[src/core/lmz_pkg.sv]
// package: constants and types for the mode register / calibration command block
package lmz_pkg;

  // ---------------------------------------------------------------
  // apb register map
  // ---------------------------------------------------------------
  localparam logic [7:0] ADDR_CTRL = 8'h00;
  localparam logic [7:0] ADDR_STATUS = 8'h04;
  localparam logic [7:0] ADDR_LAST_MRW = 8'h08;
  localparam logic [7:0] ADDR_ZQ_COUNT = 8'h0C;
  localparam int CTRL_X32_BIT = 0;
  localparam int CTRL_ZQ_ABSENT_BIT = 1;
  localparam logic [1:0] CTRL_RESET = 2'h0;

  // ---------------------------------------------------------------
  // mode register addresses and codes
  // ---------------------------------------------------------------
  localparam logic [7:0] MR_PATTERN_A = 8'h20;
  localparam logic [7:0] MR_PATTERN_B = 8'h28;
  localparam logic [7:0] MR_ZQ_CAL = 8'h0A;
  localparam logic [7:0] MR_RESET = 8'h3F;
  localparam logic [3:0] PATTERN_A_BITS = 4'hA;
  localparam logic [3:0] PATTERN_B_BITS = 4'h3;
  localparam logic [7:0] ZQ_CODE_INIT = 8'hFF;
  localparam logic [7:0] ZQ_CODE_LONG = 8'hAB;
  localparam logic [7:0] ZQ_CODE_SHORT = 8'h56;
  localparam logic [7:0] ZQ_CODE_RESET = 8'hC3;
  localparam logic [3:0] CMD_MRW = 4'h0;
  localparam logic [3:0] CMD_MRR = 4'h8;
  localparam int BURST_BEATS = 4;
  localparam int DQ_WIDTH = 32;
  localparam logic [31:0] RON_DEFAULT = 32'h0000_0000;

  // ---------------------------------------------------------------
  // timing
  // ---------------------------------------------------------------
  localparam int CLK_PERIOD_NS = 10;
  localparam int T_MRR_CK = 2;
  localparam int T_MRW_CK = 5;
  localparam int RL_CK = 3;
  localparam int T_ZQINIT_NS = 1000;
  localparam int T_ZQCL_NS = 360;
  localparam int T_ZQCS_NS = 90;
  localparam int T_ZQRESET_NS = 50;
  localparam int T_INIT5_NS = 10000;
  localparam int ZQINIT_CK = T_ZQINIT_NS / CLK_PERIOD_NS;
  localparam int ZQCL_CK = T_ZQCL_NS / CLK_PERIOD_NS;
  localparam int ZQCS_CK = T_ZQCS_NS / CLK_PERIOD_NS;
  localparam int ZQRESET_CK = T_ZQRESET_NS / CLK_PERIOD_NS;
  localparam int INIT_CK = T_INIT5_NS / CLK_PERIOD_NS;

  typedef enum logic [1:0] {
    ZQ_INIT,
    ZQ_LONG,
    ZQ_SHORT,
    ZQ_RESET
  } lmz_zq_e;

  typedef struct packed {
    logic cs_n;
    logic [9:0] ca_rise;
    logic [9:0] ca_fall;
  } lmz_ca_s;

  typedef struct packed {
    logic [DQ_WIDTH-1:0] dq;
    logic [DQ_WIDTH-1:0] dq_oe_n;
  } lmz_dq_s;

endpackage : lmz_pkg

[src/core/lmz_top.sv]
// module: mode register read/write, dq calibration and zq calibration command handling
// Summary of operation
// - read of register 32 returns pattern 1,0,1,0 over four beats
// - read of register 40 returns pattern 0,0,1,1 over four beats
// - pattern on dq 0 and 8, plus 16 and 24 in 32-bit width
// - all other lines of each byte lane copy dq 0 during the burst
// - every mode register read is a four-beat burst, never interrupted
// - write decoded when chip select and command bits 0 to 3 are low
// - address from fall bits 1-0 and rise 9-4; data from fall bits 9-2
// - writes to read-only registers change nothing
// - reads allowed with banks active; writes forbidden while banks active
// - write to address 63 resets and restores every mode register default
// - four calibration commands via register 10, each with its own period
// - calibration reset restores default impedance, then stays busy for its own 5-cycle period
// - with no resistor fitted calibration commands are ignored
//
// Decided for this implementation: the placing of the registers and the APB slave port.
`timescale 1ns/100ps
module lmz_top #(
  parameter int ZQINIT_CYCLES = lmz_pkg::ZQINIT_CK,
  parameter int INIT_CYCLES = lmz_pkg::INIT_CK
) (
  input wire logic i_clock,
  input wire logic i_reset,
  input wire lmz_pkg::lmz_ca_s i_ca,
  input wire logic i_banks_active,
  input wire logic i_psel,
  input wire logic i_penable,
  input wire logic i_pwrite,
  input wire logic [7:0] i_paddr,
  input wire logic [31:0] i_pwdata,
  output logic [31:0] o_prdata,
  output logic o_pready,
  output logic o_pslverr,
  output lmz_pkg::lmz_dq_s o_dq,
  output logic o_busy,
  output logic [31:0] o_ron_setting
);
  import lmz_pkg::*;

  // ---------------------------------------------------------------
  // command pins: two-flop synchronisers
  // ---------------------------------------------------------------
  lmz_ca_s ca_meta_q;
  lmz_ca_s ca_sync_q;
  logic banks_meta_q;
  logic banks_q;
  always_ff @(posedge i_clock or posedge i_reset) begin
    if (i_reset) begin
      ca_meta_q <= '{cs_n: 1'b1, ca_rise: '0, ca_fall: '0};
      ca_sync_q <= '{cs_n: 1'b1, ca_rise: '0, ca_fall: '0};
      banks_meta_q <= 1'b0;
      banks_q <= 1'b0;
    end else begin
      ca_meta_q <= i_ca;
      ca_sync_q <= ca_meta_q;
      banks_meta_q <= i_banks_active;
      banks_q <= banks_meta_q;
    end
  end

  // ---------------------------------------------------------------
  // command decode
  // ---------------------------------------------------------------
  typedef enum logic [2:0] {
    ST_IDLE,
    ST_MRR,
    ST_MRW,
    ST_ZQ,
    ST_RESETTING
  } lmz_state_e;

  lmz_state_e state_q;
  logic [15:0] wait_q;
  logic [15:0] wait_d;
  logic [2:0] beat_q;
  logic [3:0] pattern_q;
  logic pat_valid_q;
  logic x32_q;
  logic zq_absent_q;
  logic [7:0] last_addr_q;
  logic [7:0] last_data_q;
  logic [15:0] zq_count_q;
  logic [31:0] ron_q;

  wire cmd_sel = !ca_sync_q.cs_n;
  wire idle = (state_q == ST_IDLE);
  wire is_mrw = cmd_sel && (ca_sync_q.ca_rise[3:0] == CMD_MRW);
  wire is_mrr = cmd_sel && (ca_sync_q.ca_rise[3:0] == CMD_MRR);
  wire [7:0] mr_addr = {ca_sync_q.ca_fall[1:0], ca_sync_q.ca_rise[9:4]};
  wire [7:0] mr_data = ca_sync_q.ca_fall[9:2];
  wire mrw_ok = idle && is_mrw && !banks_q;
  wire mrr_ok = idle && is_mrr;
  wire do_reset = mrw_ok && (mr_addr == MR_RESET);
  wire zq_cmd = mrw_ok && (mr_addr == MR_ZQ_CAL) && !zq_absent_q;
  wire zq_valid = (mr_data == ZQ_CODE_INIT) || (mr_data == ZQ_CODE_LONG)
                  || (mr_data == ZQ_CODE_SHORT) || (mr_data == ZQ_CODE_RESET);
  wire do_zq = zq_cmd && zq_valid;
  wire is_cal_mr = (mr_addr == MR_PATTERN_A) || (mr_addr == MR_PATTERN_B);
  wire [3:0] pat_sel = (mr_addr == MR_PATTERN_A) ? PATTERN_A_BITS : PATTERN_B_BITS;

  // zq period lookup per command code
  logic [15:0] zq_period;
  always_comb begin
    zq_period = 16'(ZQRESET_CK);
    if (mr_data == ZQ_CODE_INIT) zq_period = 16'(ZQINIT_CYCLES);
    else if (mr_data == ZQ_CODE_LONG) zq_period = 16'(ZQCL_CK);
    else if (mr_data == ZQ_CODE_SHORT) zq_period = 16'(ZQCS_CK);
  end

  // ---------------------------------------------------------------
  // state machine
  // ---------------------------------------------------------------
  lmz_state_e state_d;
  always_comb begin
    state_d = state_q;
    wait_d = (wait_q != '0) ? wait_q - 16'h0001 : wait_q;
    unique case (state_q)
      ST_IDLE: begin
        if (do_reset) begin
          state_d = ST_RESETTING;
          wait_d = 16'(INIT_CYCLES);
        end else if (do_zq) begin
          state_d = ST_ZQ;
          wait_d = zq_period;
        end else if (mrw_ok) begin
          state_d = ST_MRW;
          wait_d = 16'(T_MRW_CK);
        end else if (mrr_ok) begin
          state_d = ST_MRR;
          wait_d = 16'(RL_CK + BURST_BEATS);
        end
      end
      ST_MRR, ST_MRW, ST_ZQ, ST_RESETTING: begin
        if (wait_q == 16'h0001) state_d = ST_IDLE;
      end
    endcase
  end

  always_ff @(posedge i_clock or posedge i_reset) begin
    if (i_reset) begin
      state_q <= ST_IDLE;
      wait_q <= '0;
    end else begin
      state_q <= state_d;
      wait_q <= wait_d;
    end
  end

  // ---------------------------------------------------------------
  // read burst: pattern drive on the data lines
  // ---------------------------------------------------------------
  always_ff @(posedge i_clock or posedge i_reset) begin
    if (i_reset) begin
      pattern_q <= '0;
      pat_valid_q <= 1'b0;
    end else if (mrr_ok) begin
      pattern_q <= is_cal_mr ? pat_sel : 4'h0;
      pat_valid_q <= is_cal_mr;
    end
  end

  // burst beats count up once the read latency has passed
  wire in_burst = (state_q == ST_MRR) && (wait_q <= 16'(BURST_BEATS)) && (wait_q != '0);
  wire [1:0] beat_idx = 2'(16'(BURST_BEATS) - wait_q);
  wire beat_bit = pattern_q[3 - beat_idx] && pat_valid_q;
  assign beat_q = {1'b0, beat_idx};

  lmz_dq_s dq_d;
  always_comb begin
    dq_d.dq = {DQ_WIDTH{beat_bit}};
    dq_d.dq_oe_n = '1;
    if (in_burst) dq_d.dq_oe_n = x32_q ? '0 : {{(DQ_WIDTH/2){1'b1}}, {(DQ_WIDTH/2){1'b0}}};
  end

  always_ff @(posedge i_clock or posedge i_reset) begin
    if (i_reset) o_dq <= '{dq: '0, dq_oe_n: '1};
    else o_dq <= dq_d;
  end

  // ---------------------------------------------------------------
  // mode register state, defaults restored by the reset write
  // ---------------------------------------------------------------
  always_ff @(posedge i_clock or posedge i_reset) begin
    if (i_reset) begin
      last_addr_q <= '0;
      last_data_q <= '0;
      ron_q <= RON_DEFAULT;
      zq_count_q <= '0;
    end else if (do_reset) begin
      last_addr_q <= mr_addr;
      last_data_q <= '0;
      ron_q <= RON_DEFAULT;
    end else if (mrw_ok && !is_cal_mr) begin
      last_addr_q <= mr_addr;
      last_data_q <= mr_data;
      if (do_zq) begin
        zq_count_q <= zq_count_q + 16'h0001;
        ron_q <= (mr_data == ZQ_CODE_RESET) ? RON_DEFAULT : {24'h000000, mr_data};
      end
    end
  end

  // ---------------------------------------------------------------
  // apb slave
  // ---------------------------------------------------------------
  wire apb_wr = i_psel && i_penable && i_pwrite;
  wire apb_rd = i_psel && !i_pwrite;
  wire hit_ctrl = (i_paddr == ADDR_CTRL);
  wire hit_any = hit_ctrl || (i_paddr == ADDR_STATUS) || (i_paddr == ADDR_LAST_MRW)
                 || (i_paddr == ADDR_ZQ_COUNT);
  logic [31:0] rd_mux;
  always_comb begin
    rd_mux = 32'h0000_0000;
    if (hit_ctrl) rd_mux = {30'h0, zq_absent_q, x32_q};
    else if (i_paddr == ADDR_STATUS) rd_mux = {28'h0, banks_q, 3'(state_q)};
    else if (i_paddr == ADDR_LAST_MRW) rd_mux = {16'h0, last_addr_q, last_data_q};
    else if (i_paddr == ADDR_ZQ_COUNT) rd_mux = {16'h0, zq_count_q};
  end

  always_ff @(posedge i_clock or posedge i_reset) begin
    if (i_reset) begin
      x32_q <= CTRL_RESET[CTRL_X32_BIT];
      zq_absent_q <= CTRL_RESET[CTRL_ZQ_ABSENT_BIT];
      o_prdata <= '0;
    end else begin
      if (apb_wr && hit_ctrl) begin
        x32_q <= i_pwdata[CTRL_X32_BIT];
        zq_absent_q <= i_pwdata[CTRL_ZQ_ABSENT_BIT];
      end
      if (apb_rd && !i_penable) o_prdata <= rd_mux;
    end
  end

  assign o_pready = 1'b1;
  assign o_pslverr = i_psel && i_penable && !hit_any;
  assign o_busy = !idle;
  assign o_ron_setting = ron_q;

  // ---------------------------------------------------------------
  // assertions
  // ---------------------------------------------------------------
  a_mrr_four_beats: assert property (@(posedge i_clock) disable iff (i_reset)
    $rose(in_burst) |-> in_burst [*4] ##1 !in_burst)
    else $error("read burst is not four beats");
  a_pattern_a_bits: assert property (@(posedge i_clock) disable iff (i_reset)
    (mrr_ok && mr_addr == MR_PATTERN_A) |=> pattern_q == 4'hA)
    else $error("pattern a wrong");
  a_pattern_b_bits: assert property (@(posedge i_clock) disable iff (i_reset)
    (mrr_ok && mr_addr == MR_PATTERN_B) |=> pattern_q == 4'h3)
    else $error("pattern b wrong");
  a_lane_copy: assert property (@(posedge i_clock) disable iff (i_reset)
    (o_dq.dq == '0) || (o_dq.dq == '1))
    else $error("lanes differ from dq0");
  a_lane_enable: assert property (@(posedge i_clock) disable iff (i_reset)
    (!x32_q && !o_dq.dq_oe_n[0]) |-> o_dq.dq_oe_n[DQ_WIDTH-1])
    else $error("upper half driven in 16-bit width");
  a_mrw_blocked: assert property (@(posedge i_clock) disable iff (i_reset)
    (idle && is_mrw && banks_q) |=> idle)
    else $error("write accepted with banks active");
  a_reset_restores: assert property (@(posedge i_clock) disable iff (i_reset)
    do_reset |=> (ron_q == RON_DEFAULT) && (state_q == ST_RESETTING))
    else $error("reset write did not restore defaults");
  a_zq_ignored: assert property (@(posedge i_clock) disable iff (i_reset)
    (zq_absent_q && idle && is_mrw && mr_addr == MR_ZQ_CAL) |=> state_q != ST_ZQ)
    else $error("zq command taken without resistor");
  a_mrw_decode: assert property (@(posedge i_clock) disable iff (i_reset)
    (idle && cmd_sel && ca_sync_q.ca_rise[3:0] != CMD_MRW && !is_mrr) |=> idle)
    else $error("non write command started a write");
  a_mrr_period: assert property (@(posedge i_clock) disable iff (i_reset)
    mrr_ok |=> (state_q == ST_MRR) [*7] ##1 idle)
    else $error("read period is not latency plus four beats");
  a_mrw_period: assert property (@(posedge i_clock) disable iff (i_reset)
    (mrw_ok && !do_reset && !do_zq) |=> (state_q == ST_MRW) [*5] ##1 idle)
    else $error("write period length wrong");
  a_zq_short_len: assert property (@(posedge i_clock) disable iff (i_reset)
    (do_zq && mr_data == ZQ_CODE_SHORT) |-> ##9 (state_q == ST_ZQ) ##1 idle)
    else $error("short calibration period length wrong");
  a_zq_count_step: assert property (@(posedge i_clock) disable iff (i_reset)
    do_zq |=> zq_count_q == $past(zq_count_q) + 16'h0001)
    else $error("calibration command not counted");
  a_dq_quiet: assert property (@(posedge i_clock) disable iff (i_reset)
    !in_burst |=> o_dq.dq_oe_n == '1)
    else $error("data lines driven outside a read burst");
  c_pattern_read: cover property (@(posedge i_clock) disable iff (i_reset)
    mrr_ok && is_cal_mr);
  c_zq_long: cover property (@(posedge i_clock) disable iff (i_reset)
    do_zq && mr_data == ZQ_CODE_LONG);
  c_reset_write: cover property (@(posedge i_clock) disable iff (i_reset) do_reset);
  c_pattern_b_x32: cover property (@(posedge i_clock) disable iff (i_reset)
    mrr_ok && mr_addr == MR_PATTERN_B && x32_q);
  c_zq_ignored: cover property (@(posedge i_clock) disable iff (i_reset)
    zq_absent_q && mrw_ok && mr_addr == MR_ZQ_CAL);

endmodule : lmz_top

[config.mk]
export PLATFORM = sky130hd
export DESIGN_NAME = lmz_top
export DESIGN_NICKNAME = d
export VERILOG_FILES = /design/src/core/lmz_pkg.sv /design/src/core/lmz_top.sv
export SDC_FILE = /design/constraint.sdc
export NUM_CORES = 1
export LEC_CHECK = 0
export BUFFER_PORTS_ARGS = -buffer_cell sky130_fd_sc_hd__buf_2
export CAP_MARGIN = 20
export CORE_ASPECT_RATIO = 0.5
export CORE_MARGIN = 4
export CORE_UTILIZATION = 46
export CTS_CLUSTER_DIAMETER = 30
export DETAILED_ROUTE_END_ITERATION = 10
export GPL_TIMING_DRIVEN = 0
export PLACE_DENSITY = 0.77
export REMOVE_ABC_BUFFERS = 1
export SETUP_SLACK_MARGIN = 0.4
export SYNTH_ARGS = -nofsm -noshare
export SYNTH_HDL_FRONTEND = slang
export SYNTH_SLANG_ARGS = --single-unit
[constraint.sdc]
create_clock -name i_clock -period 3.8 [get_ports i_clock]
set_input_delay 0.57 -clock i_clock [delete_from_list [all_inputs] [get_ports i_clock]]
set_output_delay 0.57 -clock i_clock [all_outputs]
set_load 0.1 [all_outputs]
# Word level (Yosys, flattened, before mapping)
# Cells that the tools add are included.
[word_totals] reg_bits=199 inputBits=67 output_inout_bits=131 wordCells=124
[classes] addsub=4 magnitude_cmp=2 eq_ne=19 mux=33 n_bitwise=1 reduce_logical=44
[ops] operator="$mux W16" n=10
[ops] operator="$mux W32" n=5
[ops] operator="$mux W8" n=5
[ops] operator="$lt A32 B3 Y1 const B" n=1
[ops] operator="$eq A8 B4 Y1 const B" n=3
[ops] operator="$eq A8 B6 Y1 const B" n=3
[ops] operator="$eq A8 B8 Y1 const B" n=3
[ops] operator="$logic_and A1 B1 Y1" n=19
[ops] operator="$add A16 B1 Y16 const B" n=1
[ops] operator="$eq A16 B1 Y1 const B" n=1
[ops] operator="$le A16 B3 Y1 const B" n=1
[ops] operator="$reduce_bool A16 Y1" n=1
[ops] operator="$sub A16 B1 Y16 const B" n=1
[ops] operator="$mux W3" n=5
[ops] operator="$mux W4" n=3
[ops] operator="$eq A8 B3 Y1 const B" n=1
[ops] operator="$eq A8 B7 Y1 const B" n=1
[ops] operator="$logic_not A1 Y1" n=8
[ops] operator="$logic_not A8 Y1" n=1
[ops] operator="$logic_or A1 B1 Y1" n=7
[ops] operator="$mux W7" n=1
[ops] operator="$eq A3 B2 Y1 const B" n=2
[ops] operator="$mux W6" n=1
[ops] operator="$pmux W3 S2" n=1
[ops] operator="16 further kinds" n=18

# Longest topological paths before layout
# Gate-level depths: netlist of the first run.
[logic_depth] depth_word=10 ltp_mapped=9 mapped_depth_nobuf=7

# Worst setup path after synthesis of the first run
# Ideal clock, no wire load.
[synth_timing] path_kind="input to output" from="input i_paddr[6]" to="output o_pslverr" arrival_time_ns=2.012 setup_slack_ns=1.218 path_stages=3 path_cell_list="or4_1 -> nor3_1 -> nor2_1"
[synth_between] elab_chain_cells=6 elab_cells_between_ends=9 classes_between="eq/ne: 3; reduce/logical: 6"
[synth_lines] element="start: declaration" line_no="lmz_top.sv:30" source="input wire logic [7:0] i_paddr,"
[synth_lines] element="$eq A8 B3 Y1 or $logic_not A8 Y1 (tied branches)" line_no="lmz_top.sv:210, lmz_top.sv:209"
[synth_lines] element="$logic_or A1 B1 Y1 (2 in a row)" line_no="lmz_top.sv:210" source="wire hit_any = hit_ctrl || (i_paddr == ADDR_STATUS) || (i_paddr == ADDR_LAST_MRW)"
[synth_lines] element="$logic_or A1 B1 Y1 (*)" line_no="lmz_top.sv:211" source="|| (i_paddr == ADDR_ZQ_COUNT);"
[synth_lines] element="$logic_not A1 Y1 (*)" line_no="lmz_top.sv:236" source="assign o_pslverr = i_psel && i_penable && !hit_any;"
[synth_lines] element="$logic_and A1 B1 Y1 (*)" line_no="lmz_top.sv:236"
[synth_lines] element="end: declaration" line_no="lmz_top.sv:34" source="output logic o_pslverr,"
# Mark *: on every way between the ends. The rest lies on a longest branch, timed or not.

# Worst setup path in the final report of the first run
[layout_timing] from="register state_q[1]" to="register zq_count_q[1]"
[layout_between] elab_chain_cells=7 elab_cells_between_ends=10 classes_between="bitwise: 1; reduce/logical: 9"
[layout_lines] element="start: declaration" line_no="lmz_top.sv:73" source="lmz_state_e state_q;"
[layout_lines] element="start signal: assignment" line_no="lmz_top.sv:145" source="state_q <= state_d;"
[layout_lines] element="$logic_not A3 Y1 (*)" line_no="lmz_top.sv:87" source="wire idle = (state_q == ST_IDLE);"
[layout_lines] element="$logic_and A1 B1 Y1 (*) (2 in a row)" line_no="lmz_top.sv:92" source="wire mrw_ok = idle && is_mrw && !banks_q;"
[layout_lines] element="$logic_and A1 B1 Y1 (2 in a row)" line_no="lmz_top.sv:95" source="wire zq_cmd = mrw_ok && (mr_addr == MR_ZQ_CAL) && !zq_absent_q;"
[layout_lines] element="$logic_and A1 B1 Y1" line_no="lmz_top.sv:98" source="wire do_zq = zq_cmd && zq_valid;"
[layout_lines] element="$reduce_and A3 Y1 (no source line) (*)"
[layout_lines] element="end signal: assignment" line_no="lmz_top.sv:198" source="zq_count_q <= zq_count_q + 16'h0001;"
[layout_lines] element="end: declaration" line_no="lmz_top.sv:83" source="logic [15:0] zq_count_q;"
# Marks and branches as above.
# A chain may end at the register's enable or synchronous reset.

==> reports/qor.csv, run 1 <==
metric;value;unit
CP Class;reg2reg;
Pleak;3.28;nW
average size of a mapped cell;11.1;um^2
Sum Neg Setup Slack;0;ns
total global-route track usage;16.6;%
width of the die;168;um
worst slew pin tran;0.675;ns
Hold Vio Cnt, Final;0;
pwr/cell area;588;nW/um^2
P&R area growth vs syn;14.2;%
Place WS;0.925;ns
drt pass-1 iters;4;
total CTS buffers;17;
Final Max Slew Viols;0;
first-iteration detailed-routing DRC count;230;
port bufs;126;
DR WL/cell;15.5;um
htree depth;4;
critical path endpoint category;flop;
Hold Buf Count CTS;0;
Setup Fix Bufs, Post-CTS;0;
#FFs+latches synth;127;
Max Fclk;343;MHz
antenna diode count;0;
sequential area share after synthesis;54.0;%
GRT Residual Overflow;0;
initial antenna violation count;0;
DRC viols;0;
largest family of logic cells by synthesized area;simple AND/OR/NAND/NOR gates;
mux cell area share after synthesis;4.12;%
crit path launch type;flop;
core area;12200;um^2
initial core utilization;48.5;%
result of the run;finished, final reports clean;
Routability Congestion;0.832;
vias in the first global route;3684;
largest net degree at the start of global routing;78;
Synth Area in XOR/XNOR;4.14;%
most common cell after layout, fill and taps aside;buf_2;
# setup viols final;0;
Max Root-Sink Buffers;2;
first-pass GRT wire length;19100;um
placed cells;748;
CTS resizes;0;
ys async rst share;100;%
Distinct cells, synth;55;
Post-Syn Instances;533;
Yosys warnings;0;
layout cells sized above 1;30.6;%
site row count;28;
Post-Syn Area;5890;um^2
worst setup margin;0.885;ns
post-route insts no fill;780;
hpwl dp;8730;um
VDD IR max;0.000337;V
RSZ-0062 raised after global routing;no;
Die Area;14800;um^2
Clock Pin Slew Worst Setup and Hold Paths;0.06;ns
drt total wl;12100;um
Post-synth top flop;dfrtp_1;
clk_skew;0.00958;ns
fin crit share;76.7;%
vias per inst;4.86;
Adder-Cell Fraction of Synth Area;0.849;%
Routed Antenna Nets;0;
Worst-Skew Late Latency;0.42;ns
utilization after layout;55.3;%
worst rel slew slack;54.8;%
CTS Sinks;127;
nets@finish;673;
Synth Area in Simple Gates;15.3;%
I/O pins;198;
max-cap violation count;0;
CP max FO;18;
crit path DAT;3.21;ns
Die Ht;88.0;um
CTS tree;yes;
number of synthesized flops with an enable pin;0;
most frequent cells in the layout;126 x buf_2, 123 x dfrtp_1, 58 x nand2_1;
Hold Path Class;in2async;
fin crit period;2.91;ns
Via Count;3792;
clk root buf;clkbuf_16;
compound-cell area share of the yosys netlist;6.88;%
critical path required time;4.09;ns
## kinds of logic after synthesis
| logic type | count (synthesis) |
|---|---|
| buf+inv | 122 |
| flops | 127 |
| mux | 21 |
| simple gates | 169 |
| xor+xnor | 27 |
| fa+ha+maj | 4 |
| other cells | 2 |
| compound gates | 61 |
## worst max-delay path: stages, from the launching register on
cell,delay [ns]
dfrtp_1,0.42
or3_1,0.55
or4_4,0.59
a211oi_4,0.62
buf_8,0.26
mux2_2,0.35
## cell usage after synthesis, drive strengths merged, types with 6 or more instances
library cell  instances  area, um^2
dfrtp               123        3080
buf                 109         811
nand2                60         235
o21ai                28         140
xnor2                26         235
nor2                 18        70.1
nand3                15        80.1
nor3                 15        75.1
mux2i                13         130
a22o                 11        96.3
nand4                11        68.8
clkbuf                9        33.8
a21oi                 7        46.3
nor4                  7        58.8
and2                  6        37.5
and3                  6        37.5
mux2                  6        67.6
nand2b                6        37.5
## area by class of cell
class | count | area (um^2)
fill | 1005 | 5430
sequential | 127 | 3180
multi-input combinational | 323 | 2010
timing repair buffer | 129 | 684
clock buffer | 20 | 467
tap | 165 | 206
clock inverter | 12 | 158
inverter | 4 | 20.0
## registers in the layout (all words and copies together) (netlist names), 3 cells and up
register	flops
state_q	3
ca_sync_q	21
o_ron_setting	8
o_prdata	16
zq_count_q	16
ca_meta_q	21
wait_q	16
pattern_q	3
last_addr_q	8
last_data_q	8
o_dq	3
## power by group
part / internal, mW / total, mW / switching [mW]
logic: 0.203 / 0.669 / 0.466
clock network: 1.09 / 1.68 / 0.590
registers: 1.49 / 1.61 / 0.124
total: 2.77 / 3.95 / 1.18
## worst paths after layout
path / startpoint / end / slack, ns / depth (start not counted)
max: state_q[1] / zq_count_q[1] / 0.89 / 5
min reg2reg: ca_meta_q[5] / ca_sync_q[5] / 0.35 / 0
min: i_reset / ca_meta_q[11] / 0.19 / 2
max in group asynchronous: i_reset / o_dq[30] / 2.86 / 3
min in group i_clock: i_ca[20] / ca_meta_q[20] / 0.26 / 1
max reg2reg: state_q[1] / zq_count_q[1] / 0.89 / 5
## per-layer routing
| layer | up-vias | GRT usage [%] | share of wire, % |
|---|---|---|---|
| li1 | 1826 | - | - |
| met1 | 1820 | 23.2 | 48 |
| met2 | 127 | 25.5 | 45 |
| met3 | 19 | 4.06 | 6.0 |
| met4 | 0 | 6.48 | 1.7 |
| met5 | - | 0 | 0 |
## stage by stage
| stage | power, mW | hold WS (ns) | instance area, um^2 |
|---|---|---|---|
| floorplan | 2.14 | 0.331 | 5190 |
| global placement | 2.26 | 0.332 | 6030 |
| detailed placement | 2.29 | 0.335 | 6100 |
| CTS | 3.98 | 0.195 | 6730 |
| global route | 4.13 | 0.222 | 6730 |
| finish | 3.95 | 0.192 | 6730 |
(Power assumes the default switching activity.)
==> run 2: changes to the inputs <==
--- a/config.mk
+++ b/config.mk
@@ -9,11 +9,11 @@
 export CAP_MARGIN = 20
 export CORE_ASPECT_RATIO = 0.5
 export CORE_MARGIN = 4
-export CORE_UTILIZATION = 46
+export CORE_UTILIZATION = 51
 export CTS_CLUSTER_DIAMETER = 30
 export DETAILED_ROUTE_END_ITERATION = 10
 export GPL_TIMING_DRIVEN = 0
-export PLACE_DENSITY = 0.77
+export PLACE_DENSITY = 0.81
 export REMOVE_ABC_BUFFERS = 1
 export SETUP_SLACK_MARGIN = 0.4
 export SYNTH_ARGS = -nofsm -noshare
==> constraint.sdc (replaced) <==
create_clock -name i_clock -period 2.85 [get_ports i_clock]
set_input_delay 0.4275 -clock i_clock [delete_from_list [all_inputs] [get_ports i_clock]]
set_output_delay 0.4275 -clock i_clock [all_outputs]
set_load 0.1 [all_outputs]
==> run 2 against run 1 <==
Against the previous run: first-iteration DRC count rose by 27%; combinational power up 34%; clock power grew 29%; critical path type unchanged; sequential power is 34% higher; critical path depth unchanged; count of clock-buffer cells in the layout rose by 1; cell count shrank 2.3%; clock skew is 0.0043 ns lower; setup slack lost 0.42 ns.
==> reports/qor.csv, run 2 (synthesis results as in run 1) <==
metric;value;unit
crit path launch type;flop;
Crit path largest cell delay;0.56;ns
Hold Path Class;in2reg;
CP delay by family, top;simple AND/OR/NAND/NOR gates;
total CTS buffers;17;
Via Count;3846;
crit path DAT;2.68;ns
critical path required time;3.14;ns
fin crit period;2.39;ns
Final Max Slew Viols;0;
CP Class;reg2reg;
# setup viols final;0;
critical path's slowest cell;or4_4;
drt total wl;12000;um
Total Power;5.20;mW
nets@finish;675;
buffer and inverter count on the worst path;1;
site row count;27;
pwr/cell area;775;nW/um^2
Critical Path Start;state_q[1];
vias per inst;5.05;
Hold Vio Cnt, Final;0;
RSZ-0062 raised after global routing;yes;
Pleak;3.29;nW
Clock Pin Slew Worst Setup and Hold Paths;0.06;ns
clk_skew;0.00525;ns
antenna diode count;0;
drt pass-1 iters;6;
CTS tree;yes;
I/O pins;198;
DR WL/cell;15.8;um
R2R Setup Slk;0.46;ns
result of the run;finished, final reports clean;
reg2reg end;zq_count_q[1];
total global-route track usage;18.5;%
first-pass GRT wire length;19700;um
Die Ht;84.0;um
CTS Sinks;127;
DRC viols;0;
Max Fclk;419;MHz
max-cap violation count;0;
critical path endpoint category;flop;
Routed Antenna Nets;0;
htree depth;4;
WHS Path Cells;1;
largest registers;ca_meta_q: 21 flops, ca_sync_q: 21 flops;
worst-path cell chain;or3_4 > or4_4 > a211oi_4 > buf_12 > mux2_2;
worst slew pin tran;0.634;ns
Routability Congestion;0.861;
hpwl dp;8670;um
first-iteration detailed-routing DRC count;292;
most common cell after layout, fill and taps aside;buf_2;
WP depth;5;
WHS;0.115;ns
P&R area growth vs syn;14.0;%
GRT Residual Overflow;0;
VDD IR max;0.000586;V
CP max FO;18;
Worst-Skew Late Latency;0.41;ns
port bufs;126;
largest net degree at the start of global routing;103;
width of the die;160;um
core area;11100;um^2
initial antenna violation count;0;
r2r worst-path depth;5;
vias in the first global route;3734;
fin crit share;83.8;%
worst r2r src;state_q[1];
clk root buf;clkbuf_16;
Max Root-Sink Buffers;2;
layout cells sized above 1;31.1;%
initial core utilization;52.9;%
most frequent cells in the layout;126 x buf_2, 123 x dfrtp_1, 57 x nand2_1;
Sum Neg Setup Slack;0;ns
worst rel slew slack;57.6;%
Worst Setup EP;zq_count_q[1];
Die Area;13400;um^2
[run 2: per-stage QoR]
step	utilization (%)	cell area, um^2	setup WS, ns	std cells
floorplan	-	5190	-16.92	454
global placement	53.9	6010	-2.13	725
detailed placement	54.4	6070	-0.00342	727
CTS	60.1	6700	0.366	762
global route	60.3	6720	0.389	762
finish	60.3	6720	0.463	762
[run 2: worst register-to-register path: cells and delay by family, from the launching register on]
kind                   cells  cell delay, ns
AO/OA/AOI/OAI              1            0.26
multiplexers               1            0.35
buffers and inverters      1            0.20
AND/OR/NAND/NOR            2            1.05
flip-flops                 1            0.42
[run 2: where the power goes]
part / internal, mW / switching (mW)
registers: 1.98 / 0.169
logic: 0.272 / 0.621
clock network: 1.41 / 0.747
total: 3.67 / 1.54
[run 2: cell type report]
type                            count  area, um^2
Fill cell                         877        4430
Sequential cell                   127        3180
Multi-Input combinational cell    323        2030
Timing Repair Buffer              131         703
Clock buffer                       21         460
Tap cell                          145         181
Clock inverter                     11         138
Inverter                            4        20.0
[run 2: worst min path at each step]
stage                  start       endpoint  slack, ns
2_1_floorplan   banks_meta_q        banks_q       0.33
3_3_place_gp    ca_meta_q[4]   ca_sync_q[4]       0.33
3_5_place_dp   ca_meta_q[16]  ca_sync_q[16]       0.33
4_1_cts             i_ca[20]  ca_meta_q[20]       0.10
5_1_grt             i_ca[20]  ca_meta_q[20]        0.1
6_report            i_ca[20]  ca_meta_q[20]       0.11
[run 2: metal layers]
metal | global-route usage [%] | vias up | part of all wire [%]
met5 | 0 | - | 0
li1 | - | 1836 | -
met2 | 26.7 | 157 | 44
met4 | 6.40 | 0 | 1.4
met1 | 26.6 | 1836 | 46
met3 | 5.38 | 17 | 7.9
[run 2: repair_timing]
item                                    4_1_cts  5_1_grt
hold endpoints to repair                     21        0
resized for setup                             3        4
gates cloned                                  0        0
hold buffers                                  1        0
pin swaps                                     2        0
setup buffers                                 2        0
endpoints found under the setup margin       35       26
